## src/inc/chgopt_regs.vh

```
/*
 Constants for the charger option word zero block: byte addresses,
 field positions, reset values and watchdog timing.
 Assumes a 50 MHz reference clock and an I2C host on the pins.
*/
`ifndef CHGOPT_REGS_VH
`define CHGOPT_REGS_VH

`define CHGOPT_ADDR_OPT_LO      8'h00
`define CHGOPT_ADDR_OPT_HI      8'h01
`define CHGOPT_ADDR_CC_LO       8'h02
`define CHGOPT_ADDR_CC_HI       8'h03
`define CHGOPT_ADDR_CV_LO       8'h04
`define CHGOPT_ADDR_CV_HI       8'h05

`define CHGOPT_OPT_RST          16'hE70E
`define CHGOPT_CC_RST           16'h0000
`define CHGOPT_CV_RST           16'h0000

`define CHGOPT_BIT_LOW_POWER    15
`define CHGOPT_BIT_WD_HI        14
`define CHGOPT_BIT_WD_LO        13
`define CHGOPT_BIT_AUTO_CLEAR   12
`define CHGOPT_BIT_OTG_PG       11
`define CHGOPT_BIT_AUDIBLE      10
`define CHGOPT_BIT_RATE         9
`define CHGOPT_BIT_RIPPLE       8
`define CHGOPT_BIT_LOOP_EN      1

`define CHGOPT_WD_OFF           2'b00
`define CHGOPT_WD_SHORT         2'b01
`define CHGOPT_WD_MID           2'b10
`define CHGOPT_WD_LONG          2'b11

`define CHGOPT_CLK_HZ           36'd50000000
`define CHGOPT_WD_SHORT_S       36'd5
`define CHGOPT_WD_MID_S         36'd88
`define CHGOPT_WD_LONG_S        36'd175
`define CHGOPT_WD_CW            36

`define CHGOPT_I2C_DEV_ADDR     7'h3A

`endif

```

## src/hw/chgopt_sync.v

```verilog
/*
 Two-flop level synchroniser, one lane per bit.
 Assumes inputs are asynchronous to i_ref_clk.
*/
`timescale 1ns/100ps
module chgopt_sync #(
	parameter WIDTH = 6,
	parameter [WIDTH-1:0] RST_VAL = {WIDTH{1'b1}}
) (
	input  wire             i_ref_clk,
	input  wire             i_rst,
	input  wire [WIDTH-1:0] i_async,
	output wire [WIDTH-1:0] o_sync
);
	reg [WIDTH-1:0] meta_ff;
	reg [WIDTH-1:0] sync_ff;
	genvar g;
	generate
		for (g = 0; g < WIDTH; g = g + 1) begin : g_lane
			always @(posedge i_ref_clk or posedge i_rst) begin
				if (i_rst) begin
					meta_ff[g] <= RST_VAL[g];
					sync_ff[g] <= RST_VAL[g];
				end else begin
					meta_ff[g] <= i_async[g];
					sync_ff[g] <= meta_ff[g];
				end
			end
		end
	endgenerate
	assign o_sync = sync_ff;
endmodule // chgopt_sync

```

## src/hw/chgopt_wdog.v

```verilog
/*
 Host-write watchdog: counts cycles since the last kick and pulses
 o_expire once when the selected period runs out.
 Assumes periods are given in reference clock cycles.
*/
`timescale 1ns/100ps
`include "chgopt_regs.vh"
module chgopt_wdog #(
	parameter CW = `CHGOPT_WD_CW,
	parameter [CW-1:0] CYC_SHORT = 36'd250000000,
	parameter [CW-1:0] CYC_MID   = 36'd4400000000,
	parameter [CW-1:0] CYC_LONG  = 36'd8750000000
) (
	input  wire       i_ref_clk,
	input  wire       i_rst,
	input  wire [1:0] i_sel,
	input  wire       i_kick,
	output wire       o_expire,
	output wire       o_running
);
	reg [CW-1:0] cnt_ff;
	reg          run_ff;
	reg          expire_ff;
	reg [CW-1:0] limit;

	always @* begin
		case (i_sel)
		`CHGOPT_WD_SHORT: limit = CYC_SHORT;
		`CHGOPT_WD_MID:   limit = CYC_MID;
		default:          limit = CYC_LONG;
		endcase
	end

	// Stays stopped after expiry so a dead host is not retried
	always @(posedge i_ref_clk or posedge i_rst) begin
		if (i_rst) begin
			cnt_ff    <= {CW{1'b0}};
			run_ff    <= 1'b1;
			expire_ff <= 1'b0;
		end else begin
			expire_ff <= 1'b0;
			if (i_kick) begin
				cnt_ff <= {CW{1'b0}};
				run_ff <= 1'b1;
			end else if (i_sel == `CHGOPT_WD_OFF) begin
				cnt_ff <= {CW{1'b0}};
			end else if (run_ff && (cnt_ff >= limit - 1'b1)) begin
				cnt_ff    <= {CW{1'b0}};
				run_ff    <= 1'b0;
				expire_ff <= 1'b1;
			end else if (run_ff) begin
				cnt_ff <= cnt_ff + 1'b1;
			end
		end
	end

	assign o_expire  = expire_ff;
	assign o_running = run_ff;
endmodule // chgopt_wdog

```

## src/hw/chgopt_top.v

```verilog
/*
 Charger option word zero with its I2C slave, plus the charge
 current and charge voltage words that the watchdog watches.
 Assumes SCL/SDA and the analog status levels are asynchronous pins;
 the throttle, monitor and comparator settings come from same-clock logic.
*/
`timescale 1ns/100ps
`include "chgopt_regs.vh"
module chgopt_top #(
	parameter [6:0]  DEV_ADDR  = `CHGOPT_I2C_DEV_ADDR,
	parameter [`CHGOPT_WD_CW-1:0] WD_CYC_SHORT = `CHGOPT_WD_SHORT_S * `CHGOPT_CLK_HZ,
	parameter [`CHGOPT_WD_CW-1:0] WD_CYC_MID   = `CHGOPT_WD_MID_S * `CHGOPT_CLK_HZ,
	parameter [`CHGOPT_WD_CW-1:0] WD_CYC_LONG  = `CHGOPT_WD_LONG_S * `CHGOPT_CLK_HZ
) (
	input  wire        i_ref_clk,
	input  wire        i_rst,
	input  wire        i_scl,
	input  wire        i_sda,
	output wire        o_sda,
	output wire        o_sda_oe,
	input  wire        i_battery_present_n_pin,
	input  wire        i_battery_only,
	input  wire        i_otg_mode,
	input  wire        i_adapter_power_good,
	input  wire        i_throttle_cfg_en,
	input  wire        i_monitor_cfg_en,
	input  wire        i_comparator_cfg_en,
	input  wire        i_lowpower_throttle_profile_enable,
	output reg         o_internal_regulator_output,
	output reg         o_processor_throttle_output,
	output reg         o_monitor_buffers_en,
	output reg         o_comparator_en,
	output reg         o_lowpower_profile_active,
	output reg         o_adc_available,
	output reg         o_power_good_output,
	output reg         o_audible_band_avoid,
	output reg         o_switching_rate_select,
	output reg         o_passthrough_ripple_reduce,
	output reg         o_input_limit_loop_enable,
	output wire [15:0] o_charge_current,
	output wire [15:0] o_charge_voltage,
	output wire        o_watchdog_running
);
	localparam [3:0] ST_IDLE  = 4'h0;
	localparam [3:0] ST_ADDR  = 4'h1;
	localparam [3:0] ST_AACK  = 4'h2;
	localparam [3:0] ST_PTR   = 4'h3;
	localparam [3:0] ST_PACK  = 4'h4;
	localparam [3:0] ST_WDATA = 4'h5;
	localparam [3:0] ST_WACK  = 4'h6;
	localparam [3:0] ST_RDATA = 4'h7;
	localparam [3:0] ST_RACK  = 4'h8;

	wire [5:0] pins_sync;
	wire       scl_s;
	wire       sda_s;
	wire       batpres_n_s;
	wire       batt_only_s;
	wire       otg_s;
	wire       adapter_pg_s;
	wire       wd_expire;
	wire       scl_rise;
	wire       scl_fall;
	wire       i2c_start;
	wire       i2c_stop;
	wire       batt_pulled;
	wire       low_power;

	reg [15:0] opt_ff;
	reg [15:0] cc_ff;
	reg [15:0] cv_ff;
	reg        scl_d_ff;
	reg        sda_d_ff;
	reg        batpres_d_ff;
	reg [3:0]  state_ff;
	reg [3:0]  cnt_ff;
	reg [7:0]  shift_ff;
	reg [7:0]  tx_ff;
	reg [7:0]  ptr_ff;
	reg        rw_ff;
	reg        nack_ff;
	reg        sda_oe_ff;
	reg        wr_stb;
	reg        kick;
	reg [7:0]  rd_byte;

	// Pins cross into the clock domain before anything looks at them
	chgopt_sync #(
		.WIDTH   (6),
		.RST_VAL (6'h07)
	) u_sync (
		.i_ref_clk (i_ref_clk),
		.i_rst     (i_rst),
		.i_async   ({i_adapter_power_good, i_otg_mode, i_battery_only,
		              i_battery_present_n_pin, i_sda, i_scl}),
		.o_sync    (pins_sync)
	);

	assign scl_s        = pins_sync[0];
	assign sda_s        = pins_sync[1];
	assign batpres_n_s  = pins_sync[2];
	assign batt_only_s  = pins_sync[3];
	assign otg_s        = pins_sync[4];
	assign adapter_pg_s = pins_sync[5];

	always @(posedge i_ref_clk or posedge i_rst) begin
		if (i_rst) begin
			scl_d_ff     <= 1'b1;
			sda_d_ff     <= 1'b1;
			batpres_d_ff <= 1'b1;
		end else begin
			scl_d_ff     <= scl_s;
			sda_d_ff     <= sda_s;
			batpres_d_ff <= batpres_n_s;
		end
	end

	assign scl_rise    = scl_s & ~scl_d_ff;
	assign scl_fall    = ~scl_s & scl_d_ff;
	assign i2c_start   = scl_s & scl_d_ff & sda_d_ff & ~sda_s;
	assign i2c_stop    = scl_s & scl_d_ff & ~sda_d_ff & sda_s;
	assign batt_pulled = batpres_d_ff & ~batpres_n_s;

	// Read mux; unmapped bytes read as zero
	always @* begin
		if (ptr_ff == `CHGOPT_ADDR_OPT_LO) begin
			rd_byte = opt_ff[7:0];
		end else if (ptr_ff == `CHGOPT_ADDR_OPT_HI) begin
			rd_byte = opt_ff[15:8];
		end else if (ptr_ff == `CHGOPT_ADDR_CC_LO) begin
			rd_byte = cc_ff[7:0];
		end else if (ptr_ff == `CHGOPT_ADDR_CC_HI) begin
			rd_byte = cc_ff[15:8];
		end else if (ptr_ff == `CHGOPT_ADDR_CV_LO) begin
			rd_byte = cv_ff[7:0];
		end else if (ptr_ff == `CHGOPT_ADDR_CV_HI) begin
			rd_byte = cv_ff[15:8];
		end else begin
			rd_byte = 8'h00;
		end
	end

	// A data byte lands at the SCL fall that ends its eighth bit
	always @* begin
		wr_stb = (state_ff == ST_WDATA) && scl_fall && (cnt_ff == 4'h8);
		kick   = wr_stb && ((ptr_ff == `CHGOPT_ADDR_CC_LO) ||
		         (ptr_ff == `CHGOPT_ADDR_CC_HI) ||
		         (ptr_ff == `CHGOPT_ADDR_CV_LO) ||
		         (ptr_ff == `CHGOPT_ADDR_CV_HI) ||
		         (ptr_ff == `CHGOPT_ADDR_OPT_HI));
	end

	// I2C slave: sample on SCL rise, change SDA on SCL fall
	always @(posedge i_ref_clk or posedge i_rst) begin
		if (i_rst) begin
			state_ff  <= ST_IDLE;
			cnt_ff    <= 4'h0;
			shift_ff  <= 8'h00;
			tx_ff     <= 8'h00;
			ptr_ff    <= 8'h00;
			rw_ff     <= 1'b0;
			nack_ff   <= 1'b0;
			sda_oe_ff <= 1'b0;
		end else if (i2c_stop) begin
			state_ff  <= ST_IDLE;
			sda_oe_ff <= 1'b0;
		end else if (i2c_start) begin
			state_ff  <= ST_ADDR;
			cnt_ff    <= 4'h0;
			sda_oe_ff <= 1'b0;
		end else begin
			case (state_ff)
			ST_ADDR, ST_PTR, ST_WDATA: begin
				if (scl_rise && (cnt_ff != 4'h8)) begin
					shift_ff <= {shift_ff[6:0], sda_s};
					cnt_ff   <= cnt_ff + 4'h1;
				end else if (scl_fall && (cnt_ff == 4'h8)) begin
					cnt_ff <= 4'h0;
					if (state_ff == ST_ADDR) begin
						if (shift_ff[7:1] == DEV_ADDR) begin
							rw_ff     <= shift_ff[0];
							sda_oe_ff <= 1'b1;
							state_ff  <= ST_AACK;
						end else begin
							state_ff <= ST_IDLE;
						end
					end else if (state_ff == ST_PTR) begin
						ptr_ff    <= shift_ff;
						sda_oe_ff <= 1'b1;
						state_ff  <= ST_PACK;
					end else begin
						ptr_ff    <= ptr_ff + 8'h01;
						sda_oe_ff <= 1'b1;
						state_ff  <= ST_WACK;
					end
				end
			end
			ST_AACK: begin
				if (scl_fall && rw_ff) begin
					tx_ff     <= rd_byte;
					sda_oe_ff <= ~rd_byte[7];
					cnt_ff    <= 4'h1;
					state_ff  <= ST_RDATA;
				end else if (scl_fall) begin
					sda_oe_ff <= 1'b0;
					state_ff  <= ST_PTR;
				end
			end
			ST_PACK, ST_WACK: begin
				if (scl_fall) begin
					sda_oe_ff <= 1'b0;
					state_ff  <= ST_WDATA;
				end
			end
			ST_RDATA: begin
				if (scl_fall && (cnt_ff == 4'h8)) begin
					sda_oe_ff <= 1'b0;
					ptr_ff    <= ptr_ff + 8'h01;
					state_ff  <= ST_RACK;
				end else if (scl_fall) begin
					sda_oe_ff <= ~tx_ff[3'd7 - cnt_ff[2:0]];
					cnt_ff    <= cnt_ff + 4'h1;
				end
			end
			ST_RACK: begin
				if (scl_rise) begin
					nack_ff <= sda_s;
				end else if (scl_fall && nack_ff) begin
					state_ff <= ST_IDLE;
				end else if (scl_fall) begin
					tx_ff     <= rd_byte;
					sda_oe_ff <= ~rd_byte[7];
					cnt_ff    <= 4'h1;
					state_ff  <= ST_RDATA;
				end
			end
			default: begin
				sda_oe_ff <= 1'b0;
			end
			endcase
		end
	end

	// Open drain: only ever pulls low
	assign o_sda    = 1'b0;
	assign o_sda_oe = sda_oe_ff;

	// Option word; battery pull clears loop enable over a same-cycle write
	always @(posedge i_ref_clk or posedge i_rst) begin
		if (i_rst) begin
			opt_ff <= `CHGOPT_OPT_RST;
		end else begin
			if (wr_stb && (ptr_ff == `CHGOPT_ADDR_OPT_LO)) begin
				opt_ff[7:0] <= shift_ff;
			end
			if (wr_stb && (ptr_ff == `CHGOPT_ADDR_OPT_HI)) begin
				opt_ff[15:8] <= shift_ff;
			end
			if (batt_pulled && opt_ff[`CHGOPT_BIT_AUTO_CLEAR]) begin
				opt_ff[`CHGOPT_BIT_LOOP_EN] <= 1'b0;
			end
		end
	end

	// Charge current; expiry beats a same-cycle host byte
	always @(posedge i_ref_clk or posedge i_rst) begin
		if (i_rst) begin
			cc_ff <= `CHGOPT_CC_RST;
			cv_ff <= `CHGOPT_CV_RST;
		end else begin
			if (wr_stb && (ptr_ff == `CHGOPT_ADDR_CC_LO)) begin
				cc_ff[7:0] <= shift_ff;
			end
			if (wr_stb && (ptr_ff == `CHGOPT_ADDR_CC_HI)) begin
				cc_ff[15:8] <= shift_ff;
			end
			if (wd_expire) begin
				cc_ff <= 16'h0000;
			end
			if (wr_stb && (ptr_ff == `CHGOPT_ADDR_CV_LO)) begin
				cv_ff[7:0] <= shift_ff;
			end
			if (wr_stb && (ptr_ff == `CHGOPT_ADDR_CV_HI)) begin
				cv_ff[15:8] <= shift_ff;
			end
		end
	end

	chgopt_wdog #(
		.CW        (`CHGOPT_WD_CW),
		.CYC_SHORT (WD_CYC_SHORT),
		.CYC_MID   (WD_CYC_MID),
		.CYC_LONG  (WD_CYC_LONG)
	) u_wdog (
		.i_ref_clk (i_ref_clk),
		.i_rst     (i_rst),
		.i_sel     (opt_ff[`CHGOPT_BIT_WD_HI:`CHGOPT_BIT_WD_LO]),
		.i_kick    (kick),
		.o_expire  (wd_expire),
		.o_running (o_watchdog_running)
	);

	assign o_charge_current = cc_ff;
	assign o_charge_voltage = cv_ff;

	// Low power only bites on battery alone; adapter use is the host's care
	assign low_power = opt_ff[`CHGOPT_BIT_LOW_POWER] & batt_only_s;

	always @(posedge i_ref_clk or posedge i_rst) begin
		if (i_rst) begin
			o_internal_regulator_output <= 1'b1;
			o_processor_throttle_output <= 1'b0;
			o_monitor_buffers_en        <= 1'b0;
			o_comparator_en             <= 1'b0;
			o_lowpower_profile_active   <= 1'b0;
			o_adc_available             <= 1'b1;
			o_power_good_output         <= 1'b0;
			o_audible_band_avoid        <= 1'b1;
			o_switching_rate_select     <= 1'b1;
			o_passthrough_ripple_reduce <= 1'b1;
			o_input_limit_loop_enable   <= 1'b1;
		end else begin
			o_internal_regulator_output <= ~low_power;
			o_adc_available             <= ~low_power;
			o_processor_throttle_output <= ~low_power & i_throttle_cfg_en;
			o_monitor_buffers_en        <= ~low_power & i_monitor_cfg_en;
			if (low_power) begin
				o_comparator_en <= i_lowpower_throttle_profile_enable;
			end else begin
				o_comparator_en <= i_comparator_cfg_en;
			end
			o_lowpower_profile_active <= low_power & i_lowpower_throttle_profile_enable;
			o_power_good_output <= adapter_pg_s |
				(opt_ff[`CHGOPT_BIT_OTG_PG] & otg_s);
			o_audible_band_avoid        <= opt_ff[`CHGOPT_BIT_AUDIBLE];
			o_switching_rate_select     <= opt_ff[`CHGOPT_BIT_RATE];
			o_passthrough_ripple_reduce <= opt_ff[`CHGOPT_BIT_RIPPLE];
			o_input_limit_loop_enable   <= opt_ff[`CHGOPT_BIT_LOOP_EN];
		end
	end
endmodule // chgopt_top

```

## config.mk

```make
export PLATFORM = sky130hd
export DESIGN_NAME = chgopt_top
export DESIGN_NICKNAME = d
export VERILOG_FILES = /design/src/hw/chgopt_sync.v /design/src/hw/chgopt_wdog.v /design/src/hw/chgopt_top.v
export VERILOG_INCLUDE_DIRS = /design/src /design/src/inc
export SDC_FILE = /design/constraint.sdc
export NUM_CORES = 1
export LEC_CHECK = 0
export BUFFER_PORTS_ARGS = -buffer_cell sky130_fd_sc_hd__buf_2
export CORE_MARGIN = 2
export CORE_UTILIZATION = 45
export DETAILED_ROUTE_END_ITERATION = 10
export PLACE_DENSITY = 0.72
export RECOVER_POWER = 25
export SLEW_MARGIN = 20
export SYNTH_ARGS = -nofsm -noshare
export SYNTH_HDL_FRONTEND = slang
export SYNTH_SLANG_ARGS = --single-unit
```

## constraint.sdc

```tcl
create_clock -name i_ref_clk -period 9.9 [get_ports i_ref_clk]
set_input_delay 0.99 -clock i_ref_clk [delete_from_list [all_inputs] [get_ports i_ref_clk]]
set_output_delay 0.99 -clock i_ref_clk [all_outputs]
set_load 0.005 [all_outputs]
```

==> key figures <==
Status
  • Status: complete, but fails checks
  • Failing checks: max-capacitance violations, max-slew violations

Yosys
  • Post-Synth XOR/XNOR Area: 3.677%
  • Synth area leaders: dfrtp_1 39%, dfstp_2 8.0%, mux2_2 6.7%, ha_1 5.1%, nor2_1 3.7%
  • Post-synth ARST share: 100.0%
  • Most common flop cell mapped by yosys: dfrtp_1
  • Synth Area in Compound Gates: 13.12%
  • Syn Std Cell Area: 0.007860 mm²
  • Most frequent cells after synthesis: 122 x dfrtp_1, 78 x nor2_1, 68 x nand2_1
  • Number of flops mapped to enable cells by yosys: 0
  • Synth area leader: dfrtp_1
  • Cells after synthesis: 808
  • Simple-Gate Fraction of Synth Area: 19.09%
  • Cell variety after synth: 65
  • Synth Area in Adders: 5.094%
  • #FFs+latches synth: 146
  • Largest family of logic cells by synthesized area: simple AND/OR/NAND/NOR gates
  • Avg Cell Area, Syn: 9.728 µm²
  • Yosys warns: 0
  • Post-synthesis mux area share: 7.975%
  • Sequential-to-total area share from yosys stat: 46.86%
  • Post-synth top area share: 38.84%
  • Most frequent cell after synthesis: dfrtp_1

Placement
  • Placer Congestion: 0.9332
  • Pre-CTS setup slack: 6.409 ns
  • DP HPWL: 12890 µm
  • Port Buffers: 56

Clock network
  • Clk root buf: clkbuf_16
  • CTS sink cnt: 146
  • TritonCTS clock tree: done
  • CTS Hold Buffers Added: 0
  • Clock tree buffer depth: 2
  • Worst-path clk slew: 0.07 ns
  • H-tree depth: 4
  • CTS Buf Count: 17
  • Postcts setup bufs: 0
  • Latest clock arrival within the worst-skew pair: 0.43 ns
  • Post_cts resized: 0

Critical path
  • CP peak stage delay: 2.45 ns
  • Cell Chain, Critical Path: buf_2 > clkinvlp_2 > buf_4
  • Critical path class: in2async
  • Crit start category: input pin
  • Crit end category: asynchronous set/reset pin
  • Crit-path leading delay family: buffers and inverters
  • Slowest CP cell: clkinvlp_2
  • WP data required: 10.43 ns
  • Crit path max fanout: 102
  • Buf+Inv Stages, Crit Path: 3
  • Reg2Reg Setup Slack: 6.65 ns
  • Worst Path Arrival: 4.42 ns

STA
  • RSZ-0062 raised after global routing: no
  • Setup TNS: 0 ns
  • Hold Slack: 0.3534 ns
  • Tcrit/Tclk final: 39.29%
  • Setup violators final: 0
  • Final Worst Setup Slack: 6.010 ns
  • Max-slew violations: 103
  • Final hold violations: 0
  • Worst slew pin tran: 4.427 ns
  • Relative slew slack: -196.8%
  • Minimum clock period: 3.890 ns
  • Maximum clock rate: 257.1 MHz
  • Clock skew: 0.01088 ns

Finish
  • Nets: 884
  • Share of cells above drive strength 1: 20.16%
  • Antenna fix cells: 0
  • P&R area growth vs syn: 12.69%

Floorplan
  • Die ar.: 0.01854 mm²
  • DIE WIDTH: 136.2 µm
  • Core Region: 0.01718 mm²
  • Starting Density: 45.76%
  • Site Rows: 48
  • Die height: 136.2 µm
  • Number of top-level pins: 58

Pwr
  • Cell-internal power: 992.2 µW
  • Cell Pwr Density: 158.3 mW/mm²
  • NetSw: 409.6 µW
  • Switching share of power: 29.22%
  • Sequential power share: 49.1%
  • Combinational share of power: 4.8%
  • Tot Pwr: 1402 µW
  • Maximum vdd drop: 129.2 µV
  • Leakage: 0.003759 µW
  • Clk pwr share: 46.1%

Route
  • WL per Instance: 17.86 µm
  • Detailed Routing Iterations Pass 1: 6
  • Vias post-DR: 6270
  • Post-route ant nets: 0
  • Iter 0 DRT Violations: 603
  • Post-route DRC: 0
  • Final wirelength: 19260 µm
  • Via density: 5.816

Global routing
  • Initial antenna violation count: 0
  • Overflow after GRT: 0
  • Gr usage total: 21.67%
  • Pin count of the biggest net entering global routing: 103
  • First-pass GRT wire length: 31440 µm
  • Vias in the first global route: 5965

Worst hold path
  • Min-Delay Path Class: reg2reg

Flow run
  • Max-cap viol count: 1
-- cells in the final DEF (no fill, tap or decap), drive strengths merged, types with 5 or more instances in the layout --
master,n
a22oi,9
o22ai,6
dfstp,24
nor2,78
nand3,42
o21a,7
dfrtp,122
inv,42
nor3,28
buf,58
a211oi,6
nand2,68
and3,6
a221oi,6
or2,5
mux2,47
a21oi,54
o211ai,9
a31oi,9
ha,32
nor4,16
o21ai,33
nand4,15
nand2b,7
xnor2,32
clkbuf,17
nor2b,6
clkinv,6
-- sequential cells by signal, summed over array words and instances, names as in the netlist, 4 cells and up --
signal            flops
cnt_ff                4
o_charge_current     16
o_charge_voltage     16
opt_ff               16
ptr_ff                8
shift_ff              8
state_ff              4
tx_ff                 8
u_sync.meta_ff        6
u_sync.o_sync         6
u_wdog.cnt_ff        36
-- power groups by stage --
stage / Sequential [µW] / Combinational [µW] / Clock [µW]
3_5_place_dp: 697 / 67.9 / 0
3_3_place_gp: 698 / 65.9 / 0
5_1_grt: 689 / 76.3 / 686
6_report: 688 / 66.8 / 647
4_1_cts: 687 / 68.3 / 658
2_1_floorplan: 641 / 79.6 / 0
-- path summary, 6_finish.rpt --
check | start | cells after the start | endpoint
min in group asynchronous | i_rst | 2 | u_wdog.cnt_ff[29]
worst max-delay path | i_rst | 3 | opt_ff[2]
max in group i_ref_clk | opt_ff[13] | 10 | u_wdog.cnt_ff[5]
worst max register to register | opt_ff[13] | 10 | u_wdog.cnt_ff[5]
worst min-delay path | u_sync.meta_ff[3] | 0 | u_sync.o_sync[3]
worst min register to register | u_sync.meta_ff[3] | 0 | u_sync.o_sync[3]
-- stage by stage --
step / utilization (%) / cells / cell area [µm²]
after global placement: 48.04 / 1046 / 8252
after global routing: 51.57 / 1078 / 8857
after detailed placement: 48.04 / 1046 / 8252
final: 51.57 / 1078 / 8857
after floorplan: - / 809 / 7864
after CTS: 51.58 / 1078 / 8860
-- worst reg2reg max path: cells and delay by family (launching register included) --
kind	cells	cell delay, ns
simple gates	2	0.42
flops	1	0.55
compound gates	4	1.21
buf+inv	2	0.24
fa+ha+maj	2	0.76
-- layout make-up --
| cell class | count | area (µm²) |
|---|---|---|
| fillers | 1557 | 8319 |
| multi-input cells | 582 | 3856 |
| flip-flops and latches | 146 | 3684 |
| clock buffers | 17 | 425.4 |
| repair buffers | 58 | 295.3 |
| well taps | 225 | 281.5 |
| clock inverters | 15 | 182.7 |
| inverters | 35 | 132.6 |
-- cell families after synthesis --
logic type | after synthesis
compound gates | 163
xor+xnor | 33
other cells | 1
flops | 146
buf+inv | 81
mux | 53
simple gates | 299
fa+ha+maj | 32
-- layer usage --
layer,vias up,share of wire (%),track usage (%)
li1,2958,-,-
met1,3062,48,31.89
met2,223,45,32.36
met3,27,6.0,3.990
met4,0,1.6,6.887
met5,-,0,0
No activity file was read; power rests on OpenSTA's default activity.
